`src/rfac_defines.svh`:
```
// register map, field positions, reset values and limits for rx frame acceptance
`ifndef RFAC_DEFINES_SVH
`define RFAC_DEFINES_SVH

// ----------------------------------------
// register byte offsets
// ----------------------------------------
`define RFAC_CFG_OFS 12'h000
`define RFAC_MACCTL_OFS 12'h004
`define RFAC_BUFLEN_OFS 12'h008
`define RFAC_STAT_OFS 12'h00C

// ----------------------------------------
// rx_frame_accept_config fields
// ----------------------------------------
`define RFAC_CFG_RST 32'h0000_0000
`define RFAC_CFG_WMASK 32'h71E7_2727
`define RFAC_KEEP_FCS_BIT 30
`define RFAC_QOS_BIT 29
`define RFAC_SINGLE_BIT 28
`define RFAC_CTRL_BIT 24
`define RFAC_SHORT_BIT 23
`define RFAC_ERR_BIT 22
`define RFAC_UNMATCHED_BIT 21
`define RFAC_CATCH_LSB 16
`define RFAC_BCAST_EN_BIT 13
`define RFAC_BCAST_LSB 8
`define RFAC_MCAST_EN_BIT 5
`define RFAC_MCAST_LSB 0

// ----------------------------------------
// other registers and limits
// ----------------------------------------
`define RFAC_MACCTL_RST 32'h0000_0000
`define RFAC_PAUSE_EN_BIT 0
`define RFAC_BUFLEN_RST 16'h0600
`define RFAC_SHORT_LEN 16'h0040
`define RFAC_LEN_MAX 16'hFFFF
`define RFAC_FIFO_WIDTH 8
`define RFAC_FIFO_DEPTH 4

`endif

```
`src/rfac_pkg.sv`:
```
// types shared by the rx frame acceptance block
`default_nettype none

package rfac_pkg;
    typedef logic [2:0] rfac_chan_type;
    typedef logic [15:0] rfac_len_type;
    typedef enum logic [1:0] {
        RFAC_IDLE = 2'b01,
        RFAC_FRAME = 2'b10
    } rfac_state_type;
endpackage : rfac_pkg

`default_nettype wire

```
`src/rfac_rx_accept.sv`:
```
// rx frame acceptance, copy control, byte fifo and apb register slave
`default_nettype none
`include "rfac_defines.svh"

module rfac_fifo #(
    parameter int WIDTH = 8,
    parameter int DEPTH = 4
) (
    // clock, reset, enable
    input wire logic clk,
    input wire logic rst_n,
    input wire logic ce,
    // fill side
    input wire logic in_valid,
    output logic in_ready,
    input wire logic [WIDTH-1:0] in_data,
    // drain side
    output logic out_valid,
    input wire logic out_ready,
    output logic [WIDTH-1:0] out_data,
    output logic [$clog2(DEPTH):0] count
);
    localparam int AW = $clog2(DEPTH);
    logic [WIDTH-1:0] mem [DEPTH];
    logic [AW-1:0] wr_ptr_reg;
    logic [AW-1:0] rd_ptr_reg;
    logic [AW:0] count_reg;
    logic push;
    logic pop;

    assign in_ready = count_reg != (AW+1)'(DEPTH);
    assign out_valid = count_reg != '0;
    assign push = ce && in_valid && in_ready;
    assign pop = ce && out_valid && out_ready;
    assign out_data = mem[rd_ptr_reg];
    assign count = count_reg;

    always_ff @(posedge clk) begin
        if (push) begin
            mem[wr_ptr_reg] <= in_data;
        end
    end

    // depth is a power of two, so pointers wrap by themselves
    always_ff @(posedge clk or negedge rst_n) begin
        if (!rst_n) begin
            wr_ptr_reg <= '0;
            rd_ptr_reg <= '0;
        end else begin
            if (push) begin
                wr_ptr_reg <= wr_ptr_reg + 1'b1;
            end
            if (pop) begin
                rd_ptr_reg <= rd_ptr_reg + 1'b1;
            end
        end
    end

    always_ff @(posedge clk or negedge rst_n) begin
        if (!rst_n) begin
            count_reg <= '0;
        end else if (push && !pop) begin
            count_reg <= count_reg + 1'b1;
        end else if (pop && !push) begin
            count_reg <= count_reg - 1'b1;
        end
    end
endmodule : rfac_fifo

module rfac_rx_accept (
    // clock, reset, enable
    input wire logic pclk,
    input wire logic presetn,
    input wire logic ce,
    // apb slave
    input wire logic psel,
    input wire logic penable,
    input wire logic pwrite,
    input wire logic [11:0] paddr,
    input wire logic [31:0] pwdata,
    output logic [31:0] prdata,
    output logic pready,
    output logic pslverr,
    // receive byte stream
    input wire logic rx_valid,
    output logic rx_ready,
    input wire logic [7:0] rx_data,
    input wire logic rx_sof,
    input wire logic rx_eof,
    input wire logic rx_fcs,
    // frame class, valid with rx_sof
    input wire logic rx_addr_hit,
    input wire rfac_pkg::rfac_chan_type rx_addr_ch,
    input wire logic rx_bcast,
    input wire logic rx_mcast_hit,
    input wire logic rx_ctrl,
    input wire logic rx_pause,
    // frame status, valid with rx_eof
    input wire logic rx_crc_err,
    input wire logic rx_align_err,
    input wire logic rx_code_err,
    // dma byte stream
    output logic dma_valid,
    input wire logic dma_ready,
    output logic [7:0] dma_data,
    // end-of-packet descriptor
    output logic desc_valid,
    output logic desc_drop,
    output rfac_pkg::rfac_chan_type desc_ch,
    output rfac_pkg::rfac_len_type desc_len,
    output logic desc_ctrl_flag,
    output logic desc_runt,
    output logic desc_short_ok,
    output logic desc_err,
    output logic desc_no_addr_hit,
    output logic desc_qos,
    // flow control
    output logic pause_act
);
    import rfac_pkg::*;

    // ----------------------------------------
    // registers
    // ----------------------------------------
    logic [31:0] cfg_reg;
    logic [31:0] cfg_f_reg;
    logic pause_en_reg;
    rfac_len_type buf_len_reg;
    rfac_len_type buf_len_f_reg;
    rfac_len_type acc_cnt_reg;
    rfac_len_type drop_cnt_reg;
    logic pready_reg;
    logic pslverr_reg;
    logic [31:0] prdata_reg;
    logic apb_access;
    logic apb_write;
    logic [31:0] rd_data;
    logic rd_hit;

    assign apb_access = psel && penable && !pready_reg;
    assign apb_write = ce && psel && penable && pready_reg && pwrite && !pslverr_reg;

    always_comb begin
        rd_hit = 1'b1;
        unique case (paddr)
            `RFAC_CFG_OFS: rd_data = cfg_reg;
            `RFAC_MACCTL_OFS: rd_data = {31'h0000_0000, pause_en_reg};
            `RFAC_BUFLEN_OFS: rd_data = {16'h0000, buf_len_reg};
            `RFAC_STAT_OFS: rd_data = {drop_cnt_reg, acc_cnt_reg};
            default: begin
                rd_data = 32'h0000_0000;
                rd_hit = 1'b0;
            end
        endcase
    end

    // one wait state: answer comes one edge after access starts
    always_ff @(posedge pclk or negedge presetn) begin
        if (!presetn) begin
            pready_reg <= 1'b0;
            pslverr_reg <= 1'b0;
            prdata_reg <= 32'h0000_0000;
        end else if (ce) begin
            pready_reg <= apb_access;
            if (apb_access) begin
                pslverr_reg <= !rd_hit;
                prdata_reg <= pwrite ? 32'h0000_0000 : rd_data;
            end
        end
    end

    // reserved bits never store, so they read zero
    always_ff @(posedge pclk or negedge presetn) begin
        if (!presetn) begin
            cfg_reg <= `RFAC_CFG_RST;
            pause_en_reg <= 1'b0;
            buf_len_reg <= `RFAC_BUFLEN_RST;
        end else if (apb_write) begin
            if (paddr == `RFAC_CFG_OFS) begin
                cfg_reg <= pwdata & `RFAC_CFG_WMASK;
            end
            if (paddr == `RFAC_MACCTL_OFS) begin
                pause_en_reg <= pwdata[`RFAC_PAUSE_EN_BIT];
            end
            if (paddr == `RFAC_BUFLEN_OFS) begin
                buf_len_reg <= pwdata[15:0];
            end
        end
    end

    // ----------------------------------------
    // frame classification at start of frame
    // ----------------------------------------
    rfac_state_type state_reg;
    logic cls_keep;
    logic cls_nohit;
    rfac_chan_type cls_ch;
    logic frm_keep_reg;
    logic frm_nohit_reg;
    logic frm_ctrl_reg;
    logic frm_pause_reg;
    logic pause_en_f_reg;
    rfac_chan_type frm_ch_reg;
    rfac_len_type len_cnt_reg;
    rfac_len_type all_cnt_reg;

    always_comb begin
        cls_keep = 1'b1;
        cls_nohit = 1'b0;
        cls_ch = rx_addr_ch;
        if (rx_addr_hit) begin
            cls_ch = rx_addr_ch;
        end else if (rx_bcast && cfg_reg[`RFAC_BCAST_EN_BIT]) begin
            cls_ch = cfg_reg[`RFAC_BCAST_LSB +: 3];
        end else if (rx_mcast_hit && cfg_reg[`RFAC_MCAST_EN_BIT]) begin
            cls_ch = cfg_reg[`RFAC_MCAST_LSB +: 3];
        end else if (cfg_reg[`RFAC_UNMATCHED_BIT]) begin
            cls_ch = cfg_reg[`RFAC_CATCH_LSB +: 3];
            cls_nohit = 1'b1;
        end else begin
            cls_keep = 1'b0;
        end
        if (rx_ctrl && !cfg_reg[`RFAC_CTRL_BIT]) begin
            cls_keep = 1'b0;
        end
    end

    // ----------------------------------------
    // per-byte path
    // ----------------------------------------
    logic take;
    logic in_frame;
    logic [31:0] cur_cfg;
    rfac_len_type cur_buf;
    rfac_len_type cur_len;
    rfac_len_type cur_all;
    logic cur_keep;
    logic counted;
    logic room;
    logic push;
    rfac_len_type len_next;
    rfac_len_type all_next;
    logic frm_err;
    logic frm_short;
    logic frm_drop;
    logic cur_ctrl;
    logic cur_pause;
    logic cur_pause_en;
    logic fifo_in_ready;
    logic fifo_out_valid;
    logic fifo_out_ready;
    logic [7:0] fifo_out_data;
    logic [$clog2(`RFAC_FIFO_DEPTH):0] fifo_count;
    logic rx_ready_reg;

    // bytes outside a frame are consumed and thrown away
    assign take = ce && rx_valid && rx_ready_reg;
    assign in_frame = rx_sof || (state_reg == RFAC_FRAME);
    assign cur_cfg = rx_sof ? cfg_reg : cfg_f_reg;
    assign cur_buf = rx_sof ? buf_len_reg : buf_len_f_reg;
    assign cur_len = rx_sof ? 16'h0000 : len_cnt_reg;
    assign cur_all = rx_sof ? 16'h0000 : all_cnt_reg;
    assign cur_keep = rx_sof ? cls_keep : frm_keep_reg;
    assign cur_ctrl = rx_sof ? rx_ctrl : frm_ctrl_reg;
    assign cur_pause = rx_sof ? rx_pause : frm_pause_reg;
    assign cur_pause_en = rx_sof ? pause_en_reg : pause_en_f_reg;
    assign counted = !rx_fcs || cur_cfg[`RFAC_KEEP_FCS_BIT];
    assign room = !cur_cfg[`RFAC_SINGLE_BIT] || (cur_len < cur_buf);
    assign push = take && in_frame && cur_keep && counted && room && fifo_in_ready;
    assign len_next = (counted && cur_len != `RFAC_LEN_MAX) ? cur_len + 16'h0001 : cur_len;
    assign all_next = (cur_all != `RFAC_LEN_MAX) ? cur_all + 16'h0001 : cur_all;
    assign frm_err = rx_crc_err || rx_align_err || rx_code_err;
    assign frm_short = all_next < `RFAC_SHORT_LEN;
    assign frm_drop = !cur_keep
        || (frm_short && !cur_cfg[`RFAC_SHORT_BIT])
        || (!frm_short && frm_err && !cur_cfg[`RFAC_ERR_BIT]);

    always_ff @(posedge pclk or negedge presetn) begin
        if (!presetn) begin
            state_reg <= RFAC_IDLE;
        end else if (take && in_frame) begin
            state_reg <= rx_eof ? RFAC_IDLE : RFAC_FRAME;
        end
    end

    // settings held for the whole frame
    always_ff @(posedge pclk or negedge presetn) begin
        if (!presetn) begin
            cfg_f_reg <= `RFAC_CFG_RST;
            buf_len_f_reg <= `RFAC_BUFLEN_RST;
            pause_en_f_reg <= 1'b0;
            frm_keep_reg <= 1'b0;
            frm_nohit_reg <= 1'b0;
            frm_ctrl_reg <= 1'b0;
            frm_pause_reg <= 1'b0;
            frm_ch_reg <= 3'h0;
        end else if (take && rx_sof) begin
            cfg_f_reg <= cfg_reg;
            buf_len_f_reg <= buf_len_reg;
            pause_en_f_reg <= pause_en_reg;
            frm_keep_reg <= cls_keep;
            frm_nohit_reg <= cls_nohit;
            frm_ctrl_reg <= rx_ctrl;
            frm_pause_reg <= rx_pause;
            frm_ch_reg <= cls_ch;
        end
    end

    always_ff @(posedge pclk or negedge presetn) begin
        if (!presetn) begin
            len_cnt_reg <= 16'h0000;
            all_cnt_reg <= 16'h0000;
        end else if (take && in_frame) begin
            len_cnt_reg <= len_next;
            all_cnt_reg <= all_next;
        end
    end

    // ----------------------------------------
    // end-of-packet descriptor
    // ----------------------------------------
    logic desc_valid_reg;
    logic desc_drop_reg;
    rfac_chan_type desc_ch_reg;
    rfac_len_type desc_len_reg;
    logic desc_ctrl_reg;
    logic desc_runt_reg;
    logic desc_short_ok_reg;
    logic desc_err_reg;
    logic desc_nohit_reg;
    logic desc_qos_reg;
    logic pause_act_reg;
    logic eop;

    assign eop = take && in_frame && rx_eof;

    always_ff @(posedge pclk or negedge presetn) begin
        if (!presetn) begin
            desc_valid_reg <= 1'b0;
            desc_drop_reg <= 1'b0;
            desc_ch_reg <= 3'h0;
            desc_len_reg <= 16'h0000;
            desc_ctrl_reg <= 1'b0;
            desc_runt_reg <= 1'b0;
            desc_short_ok_reg <= 1'b0;
            desc_err_reg <= 1'b0;
            desc_nohit_reg <= 1'b0;
            desc_qos_reg <= 1'b0;
        end else if (ce) begin
            desc_valid_reg <= eop;
            if (eop) begin
                desc_drop_reg <= frm_drop;
                desc_ch_reg <= rx_sof ? cls_ch : frm_ch_reg;
                desc_len_reg <= len_next;
                desc_ctrl_reg <= cur_ctrl;
                desc_runt_reg <= frm_short && frm_err;
                desc_short_ok_reg <= frm_short && !frm_err;
                desc_err_reg <= !frm_short && frm_err;
                desc_nohit_reg <= rx_sof ? cls_nohit : frm_nohit_reg;
                desc_qos_reg <= cur_cfg[`RFAC_QOS_BIT];
            end
        end
    end

    // pause acts even when the control frame itself is filtered
    always_ff @(posedge pclk or negedge presetn) begin
        if (!presetn) begin
            pause_act_reg <= 1'b0;
        end else if (ce) begin
            pause_act_reg <= eop && cur_pause && cur_pause_en && !frm_err;
        end
    end

    always_ff @(posedge pclk or negedge presetn) begin
        if (!presetn) begin
            acc_cnt_reg <= 16'h0000;
            drop_cnt_reg <= 16'h0000;
        end else if (eop) begin
            if (frm_drop) begin
                drop_cnt_reg <= drop_cnt_reg + 16'h0001;
            end else begin
                acc_cnt_reg <= acc_cnt_reg + 16'h0001;
            end
        end
    end

    // ----------------------------------------
    // byte fifo and dma output stage
    // ----------------------------------------
    logic dma_valid_reg;
    logic [7:0] dma_data_reg;

    rfac_fifo #(
        .WIDTH(`RFAC_FIFO_WIDTH),
        .DEPTH(`RFAC_FIFO_DEPTH)
    ) u_fifo (
        .clk(pclk),
        .rst_n(presetn),
        .ce(ce),
        .in_valid(push),
        .in_ready(fifo_in_ready),
        .in_data(rx_data),
        .out_valid(fifo_out_valid),
        .out_ready(fifo_out_ready),
        .out_data(fifo_out_data),
        .count(fifo_count)
    );

    // ready lags one edge, so keep one slot spare for the byte in flight
    always_ff @(posedge pclk or negedge presetn) begin
        if (!presetn) begin
            rx_ready_reg <= 1'b0;
        end else if (ce) begin
            rx_ready_reg <= fifo_count < ($clog2(`RFAC_FIFO_DEPTH) + 1)'(`RFAC_FIFO_DEPTH - 1);
        end
    end

    assign fifo_out_ready = !dma_valid_reg || dma_ready;

    always_ff @(posedge pclk or negedge presetn) begin
        if (!presetn) begin
            dma_valid_reg <= 1'b0;
            dma_data_reg <= 8'h00;
        end else if (ce && fifo_out_ready) begin
            dma_valid_reg <= fifo_out_valid;
            dma_data_reg <= fifo_out_data;
        end
    end

    assign prdata = prdata_reg;
    assign pready = pready_reg;
    assign pslverr = pslverr_reg;
    assign rx_ready = rx_ready_reg;
    assign dma_valid = dma_valid_reg;
    assign dma_data = dma_data_reg;
    assign desc_valid = desc_valid_reg;
    assign desc_drop = desc_drop_reg;
    assign desc_ch = desc_ch_reg;
    assign desc_len = desc_len_reg;
    assign desc_ctrl_flag = desc_ctrl_reg;
    assign desc_runt = desc_runt_reg;
    assign desc_short_ok = desc_short_ok_reg;
    assign desc_err = desc_err_reg;
    assign desc_no_addr_hit = desc_nohit_reg;
    assign desc_qos = desc_qos_reg;
    assign pause_act = pause_act_reg;
endmodule : rfac_rx_accept

`default_nettype wire

```
`config.mk`:
```
export PLATFORM = sky130hd
export DESIGN_NAME = rfac_rx_accept
export DESIGN_NICKNAME = d
export VERILOG_FILES = /design/src/rfac_pkg.sv /design/src/rfac_rx_accept.sv
export VERILOG_INCLUDE_DIRS = /design/src /design/src/src
export SDC_FILE = /design/constraint.sdc
export NUM_CORES = 1
export LEC_CHECK = 0
export BUFFER_PORTS_ARGS = -buffer_cell sky130_fd_sc_hd__buf_2
export CORE_MARGIN = 2
export CORE_UTILIZATION = 55
export DETAILED_ROUTE_END_ITERATION = 8
export GPL_ROUTABILITY_DRIVEN = 1
export PLACE_DENSITY = 0.79
export SKIP_CTS_REPAIR_TIMING = 1
export SYNTH_ARGS = -nofsm -noshare
export SYNTH_HDL_FRONTEND = slang
export SYNTH_SLANG_ARGS = --single-unit
```
`constraint.sdc`:
```
create_clock -name pclk -period 7.05 [get_ports pclk]
set_clock_uncertainty 0.05 [all_clocks]
set_input_delay 0.3525 -clock pclk [delete_from_list [all_inputs] [get_ports pclk]]
set_output_delay 0.3525 -clock pclk [all_outputs]
set_load 0.01 [all_outputs]
```
-- After elaboration in Yosys (flattened, before gate mapping)
Memories as Yosys holds them, arrays and structs flattened. A register that Yosys moved wholly into a read port is not among the register bits.
Index checks and enable logic that the tools add are counted.
- bits of input ports: 74
- bits in writable memories: 32
- word-level logic and storage cells: 156
- flip-flop bits (word level): 214
- memories kept: 1
- memory list (memory ; words ; bits a word ; read ports ; clocked after memory_dff ; wr ports ; RTL line ; text):
    u_fifo.mem ; 4 ; 8 ; 1 ; 1 ; 1 ; rfac_rx_accept.sv:24 ; logic [WIDTH-1:0] mem [DEPTH];
- reductions and logical operators: 69
- mux-type cells: 32
- bitwise gates (word level): 1
- equal/unequal tests: 7
- add/subtract/negate cells: 8
- magnitude comparators: 3
- operators by type and width (operator ; count):
    $pmux W32 S4 ; 1
    $mux W16 ; 5
    $add A16 B1 Y16 const B ; 4
    $logic_and A1 B1 Y1 ; 35
    $mux W32 ; 1
    $ne A16 B16 Y1 const B ; 2
    $mux W31 ; 1
    $eq A12 B4 Y1 const B ; 2
    $mux W3 ; 7
    $lt A16 B16 Y1 ; 1
    $lt A16 B7 Y1 const B ; 1
    $mux W1 ; 16
    $logic_not A1 Y1 ; 15
    $reduce_and A2 Y1 ; 7
    $eq A12 B3 Y1 const B ; 1
    $logic_not A12 Y1 ; 1
    $logic_or A1 B1 Y1 ; 8
    $add A2 B1 Y2 const B ; 2
    $reduce_or A4 Y1 ; 1
    $add A3 B1 Y3 const B ; 1
    $lt A3 B2 Y1 const B ; 1
    $ne A3 B3 Y1 const B ; 1
    $reduce_bool A3 Y1 ; 1
    $sub A3 B1 Y3 const B ; 1
    other kinds (4) ; 4

-- Logic depth before layout (Yosys ltp)
- word-level depth: 16
- mapped depth: 21
- mapped depth without buffers: 15

-- Cells and area by module
Synthesis repeated with hierarchy kept, for this count alone.
- cells, all modules: 1051
- area, all modules: 11664.9 um^2
- by module, submodules not included (module ; cells an instance ; sequential area each (um^2) ; times used ; area each (um^2)):
    rfac_rx_accept ; 973 ; 5061.1 ; 1 ; 10069.7
    rfac_fifo ; 78 ; 1136.1 ; 1 ; 1595.3

-- Worst setup path after synthesis
No wires, ideal clock.
- path type: input-to-reg
- from: input port rx_sof
- to: register u_fifo.count_reg[2], in the netlist u_fifo.count[2]
- arrival: 4980 ps
- data required time: 6921 ps
- stages on the path: 20
- path slack: 1941 ps
- cell sequence: buf_2 buf_1 clkbuf_1 clkbuf_1 buf_1 clkbuf_1 mux2i_1 ha_1 a31o_2 a311o_1 a21o_1 a21oi_1 o21ai_0 a21oi_1 ha_1 inv_1 fa_1 xor2_1 nor2_1 xor2_1
- word-level cells in the longest chain between the ends: 11
- RTL lines (element ; RTL line ; text):
    start: declaration ; rfac_rx_accept.sv:88 ; input wire logic rx_sof,
    branches (longest 4 deep; another with $lt A16 B16 Y1) ; n/a ;
    $logic_and A1 B1 Y1 * (2 in a row) ; rfac_rx_accept.sv:269 ; assign push = take && in_frame && cur_keep && counted && room && fifo_in_ready;
    $logic_and A1 B1 Y1 * (2 in a row) ; rfac_rx_accept.sv:33 ; assign push = ce && in_valid && in_ready;
    named net u_fifo.push ; rfac_rx_accept.sv:28 ; logic push;
    $logic_not A1 Y1 ; rfac_rx_accept.sv:64 ; end else if (pop && !push) begin
    $logic_and A1 B1 Y1 ; rfac_rx_accept.sv:64 ;
    $reduce_bool A2 Y1 (no source line) ; n/a ;
    end signal: assignment ; rfac_rx_accept.sv:63 ; count_reg <= count_reg + 1'b1;
    end signal: assignment ; rfac_rx_accept.sv:65 ; count_reg <= count_reg - 1'b1;
    end: declaration ; rfac_rx_accept.sv:27 ; logic [AW:0] count_reg;
Mark *: on every way through the listed nets, which the timed path passes.
A chain may end at the register's enable or synchronous reset.

-- Worst setup path after layout
- from: input port rx_sof
- to: register acc_cnt_reg[1]
- word-level cells in the longest chain between the ends: 10
- RTL lines (element ; RTL line ; text):
    $mux W16 ; rfac_rx_accept.sv:262 ; assign cur_all = rx_sof ? 16'h0000 : all_cnt_reg;
    $add A16 B1 Y16 or $ne A16 B16 Y1 (tied branches) ; n/a ;
    $mux W16 ; rfac_rx_accept.sv:271 ; assign all_next = (cur_all != `RFAC_LEN_MAX) ? cur_all + 16'h0001 : cur_all;
    $lt A16 B7 Y1 (no source line) ; n/a ;
    $logic_not A1 Y1 ; rfac_rx_accept.sv:276 ; || (!frm_short && frm_err && !cur_cfg[`RFAC_ERR_BIT]);
    $logic_and A1 B1 Y1 (2 in a row) ; rfac_rx_accept.sv:276 ;
    $logic_or A1 B1 Y1 ; rfac_rx_accept.sv:274 ; assign frm_drop = !cur_keep
    $not A1 Y1 (no source line) ; n/a ;
    $reduce_and A2 Y1 (no source line) * ; n/a ;
    end signal: assignment ; rfac_rx_accept.sv:382 ; acc_cnt_reg <= acc_cnt_reg + 16'h0001;
    end: declaration ; rfac_rx_accept.sv:130 ; rfac_len_type acc_cnt_reg;
Every way passes the cells marked *; elsewhere a longest branch is shown, timed or not.

==> reports/results.tsv <==
metric	value	unit
Slew Viols, Final	0	
CP max stage delay	760	ps
Reg clk slew, reported paths	60	ps
sw frac	25.58	%
Setup crit start kind	primary input	
commonest non-fill, non-tap cell in the layout	dfrtp_1	
Post-Route M1 WL	11700	um
cts bufs inserted	27	
global route overflow	0	
ys flop type	dfrtp_1	
first-pass GRT wire length	43920	um
vias in the first global route	8564	
Seq pwr share	45.8	%
ratio of final minimum period to clock period	57.89	%
Largest delay share family, worst path	simple AND/OR/NAND/NOR gates	
Synth async-reset ratio	86.72	%
antenna violations before repair	0	
post-synthesis xor/xnor area fraction	4.320	%
CTS tree	yes	
WP data required	7400	ps
input/output buffers	139	
Levels on crit path	12	
sequential-to-total area share from yosys stat	52.70	%
IO Pins	146	
DP Wirelength	18640	um
Leak	6.333	nW
WP buf/inv	2	
Peak Freq	0.2450	GHz
failing checks	hold timing	
CTS root buf	clkbuf_16	
pwr dens	265.1	nW/um2
WL/cell	17.74	um
largest family of logic cells by synthesized area	simple AND/OR/NAND/NOR gates	
Net Switching	0.9246	mW
DR WL met3	1567	um
largest net degree at the start of global routing	130	
worst skew pair latency	520	ps
critical path type	in -> reg	
Initial Util	55.94	%
fillers	1630	
Fin Setup TNS	0	ps
Synth Area in Compound Gates	11.18	%
DRC viols	0	
Multi-input gate area	5248	um2
CTS Sinks	241	
die extent in y	150.2	um
drt pass-1 iters	5	
Placed Cells	1481	
layout cells sized above 1	21.92	%
synthesized cell area	11760	um2
synth unique cells	73	
synth warn	0	
crit path DAT	4430	ps
Die ar.	22570	um2
Cells after Synth	1121	
CP Cell Sequence	buf_2 -> buf_4 -> nor2b_1 -> ha_1 -> and2_1 -> and3_1 -> nand3_1 -> a31oi_1 -> a2111o_1 -> or4_4 -> a21oi_1 -> mux2_2	
DR iter-0 viols	479	
power share of the combinational group	13.2	%
Worst path slowest cell	or4_4	
Pwr Total	3.615	mW
fin crit period	4081	ps
H-tree levels	1	
total wire length	27240	um
post-synthesis simple-gate area fraction	16.63	%
Avg Inst Size Synth	10.49	um2
hold_ws	-41.42	ps
CP Capture Type	flop	
Total GRT Usage	24.34	%
most frequent cells in the layout	dfrtp_1, nand2_1, buf_2, o21ai_0, nor2_1	
FF/Latch Area	6197	um2
Slew headroom	13.57	%
post-synthesis mux area share	9.820	%
Core Area	21020	um2
DIE WIDTH	150.2	um
EDFF count, synth	32	
Int Power	2.690	mW
final core occ	64.86	%
Finished Layout Cells	1535	
worst-path fanout max	38	
via/cell ratio	5.780	
routability cong.	0.8507	
Area Growth Syn to Fin	15.94	%
Worst Tran Pin Value	1294	ps
DR top layer	met4	
maximum clock path buffer count	3	
Peak VDD IR	0.2458	mV
via count	8872	
Cell Rows	53	
Final Net Count	1337	
worst hold path type	in -> async	
status	complete, but fails checks	
part of the power in the clock network	41.0	%
WL met2	13380	um
Final setup viols	0	
post-route ant nets	0	
final hold vios	55	
Mapped Nets	1219	
flops & latches, synth	241	
Max-Cap Viols	0	
Post-Synth Adder-Cell Area	2.617	%
Reg2Reg Depth	14	
RSZ-0062 raised after global routing	false	
==> synth_stat cells (7+ instances only) <==
library cell  number  area [um2]
dfrtp_1          204        5105
nor3_1            18       90.09
nand2_1          203       762.0
and3_1            17       106.4
inv_1             15       56.30
xor2_1            26       227.7
and4_1             8       70.07
clkbuf_1          51       191.4
nand4_1           25       156.4
xnor2_1           32       280.3
ha_1              23       287.8
nor2_1            53       198.9
buf_1              7       26.28
mux2_2            51       574.3
nor2b_1           19       118.9
o21ai_0           89       445.4
a22oi_1           19       142.6
a21oi_1           39       195.2
edfxtp_1          32       960.9
and2_1            17       106.4
a21o_1             8       60.06
nand3_1           24       120.1
mux4_2             8       180.2
mux2i_1           40       400.4
a211oi_1          12       90.09
==> power groups by stage <==
stage | sequential [mW] | combinational, mW | clock (mW)
after global placement | 1.67 | 0.462 | 0
final | 1.66 | 0.478 | 1.48
after global routing | 1.67 | 0.533 | 1.56
after detailed placement | 1.68 | 0.482 | 0
after floorplan | 1.66 | 0.311 | 0
after CTS | 1.66 | 0.485 | 1.50
==> cell families (layout without fill, tap and decap cells) <==
kind of cell / after synthesis / in the layout
mux: 99 / 99
flops: 241 / 241
other cells: 0 / 1
fa+ha+maj: 24 / 24
compound gates: 207 / 207
buf+inv: 81 / 219
simple gates: 411 / 411
xor+xnor: 58 / 58
==> final timing paths <==
path	start	to	slack [ps]
max	rx_sof	acc_cnt_reg[1]$_DFFE_PN0P_	2970
min	presetn	all_cnt_reg[12]$_DFFE_PN0P_	-40
max reg2reg	len_cnt_reg[3]$_DFFE_PN0P_	u_fifo.count[2]$_DFFE_PN0P_	3300
min reg2reg	buf_len_f_reg[9]$_DFFE_PN1P_	buf_len_f_reg[9]$_DFFE_PN1P_	410
max in group asynchronous	presetn	all_cnt_reg[4]$_DFFE_PN0P_	5340
min in group pclk	rx_data[2]	u_fifo.mem[3][2]$_DFFE_PP_	10
==> stage by stage <==
stage                     setup WS [ps]  area, um2
after floorplan                    1941      11760
after global placement             2526      12640
after detailed placement           2500      12640
after CTS                          3039      13590
after global routing               2785      13630
final                              2969      13630
==> layout make-up <==
| cell class | instances | share of cell area [%] |
|---|---|---|
| Timing Repair Buffer | 154 | 6.066 |
| Clock inverter | 11 | 1.165 |
| Inverter | 16 | 0.4405 |
| Antenna cell | 1 | 0.01835 |
| Multi-Input combinational cell | 799 | 38.49 |
| Tap cell | 275 | 2.524 |
| Clock buffer | 38 | 5.846 |
| Sequential cell | 241 | 45.45 |
==> per-layer routing <==
layer  up-vias  GRT usage (%)
met1      4375          33.53
met3        43          3.727
met5         -              0
met4         0          6.509
li1       4195              -
met2       259          40.55
No activity file was read; power rests on OpenSTA's default activity.
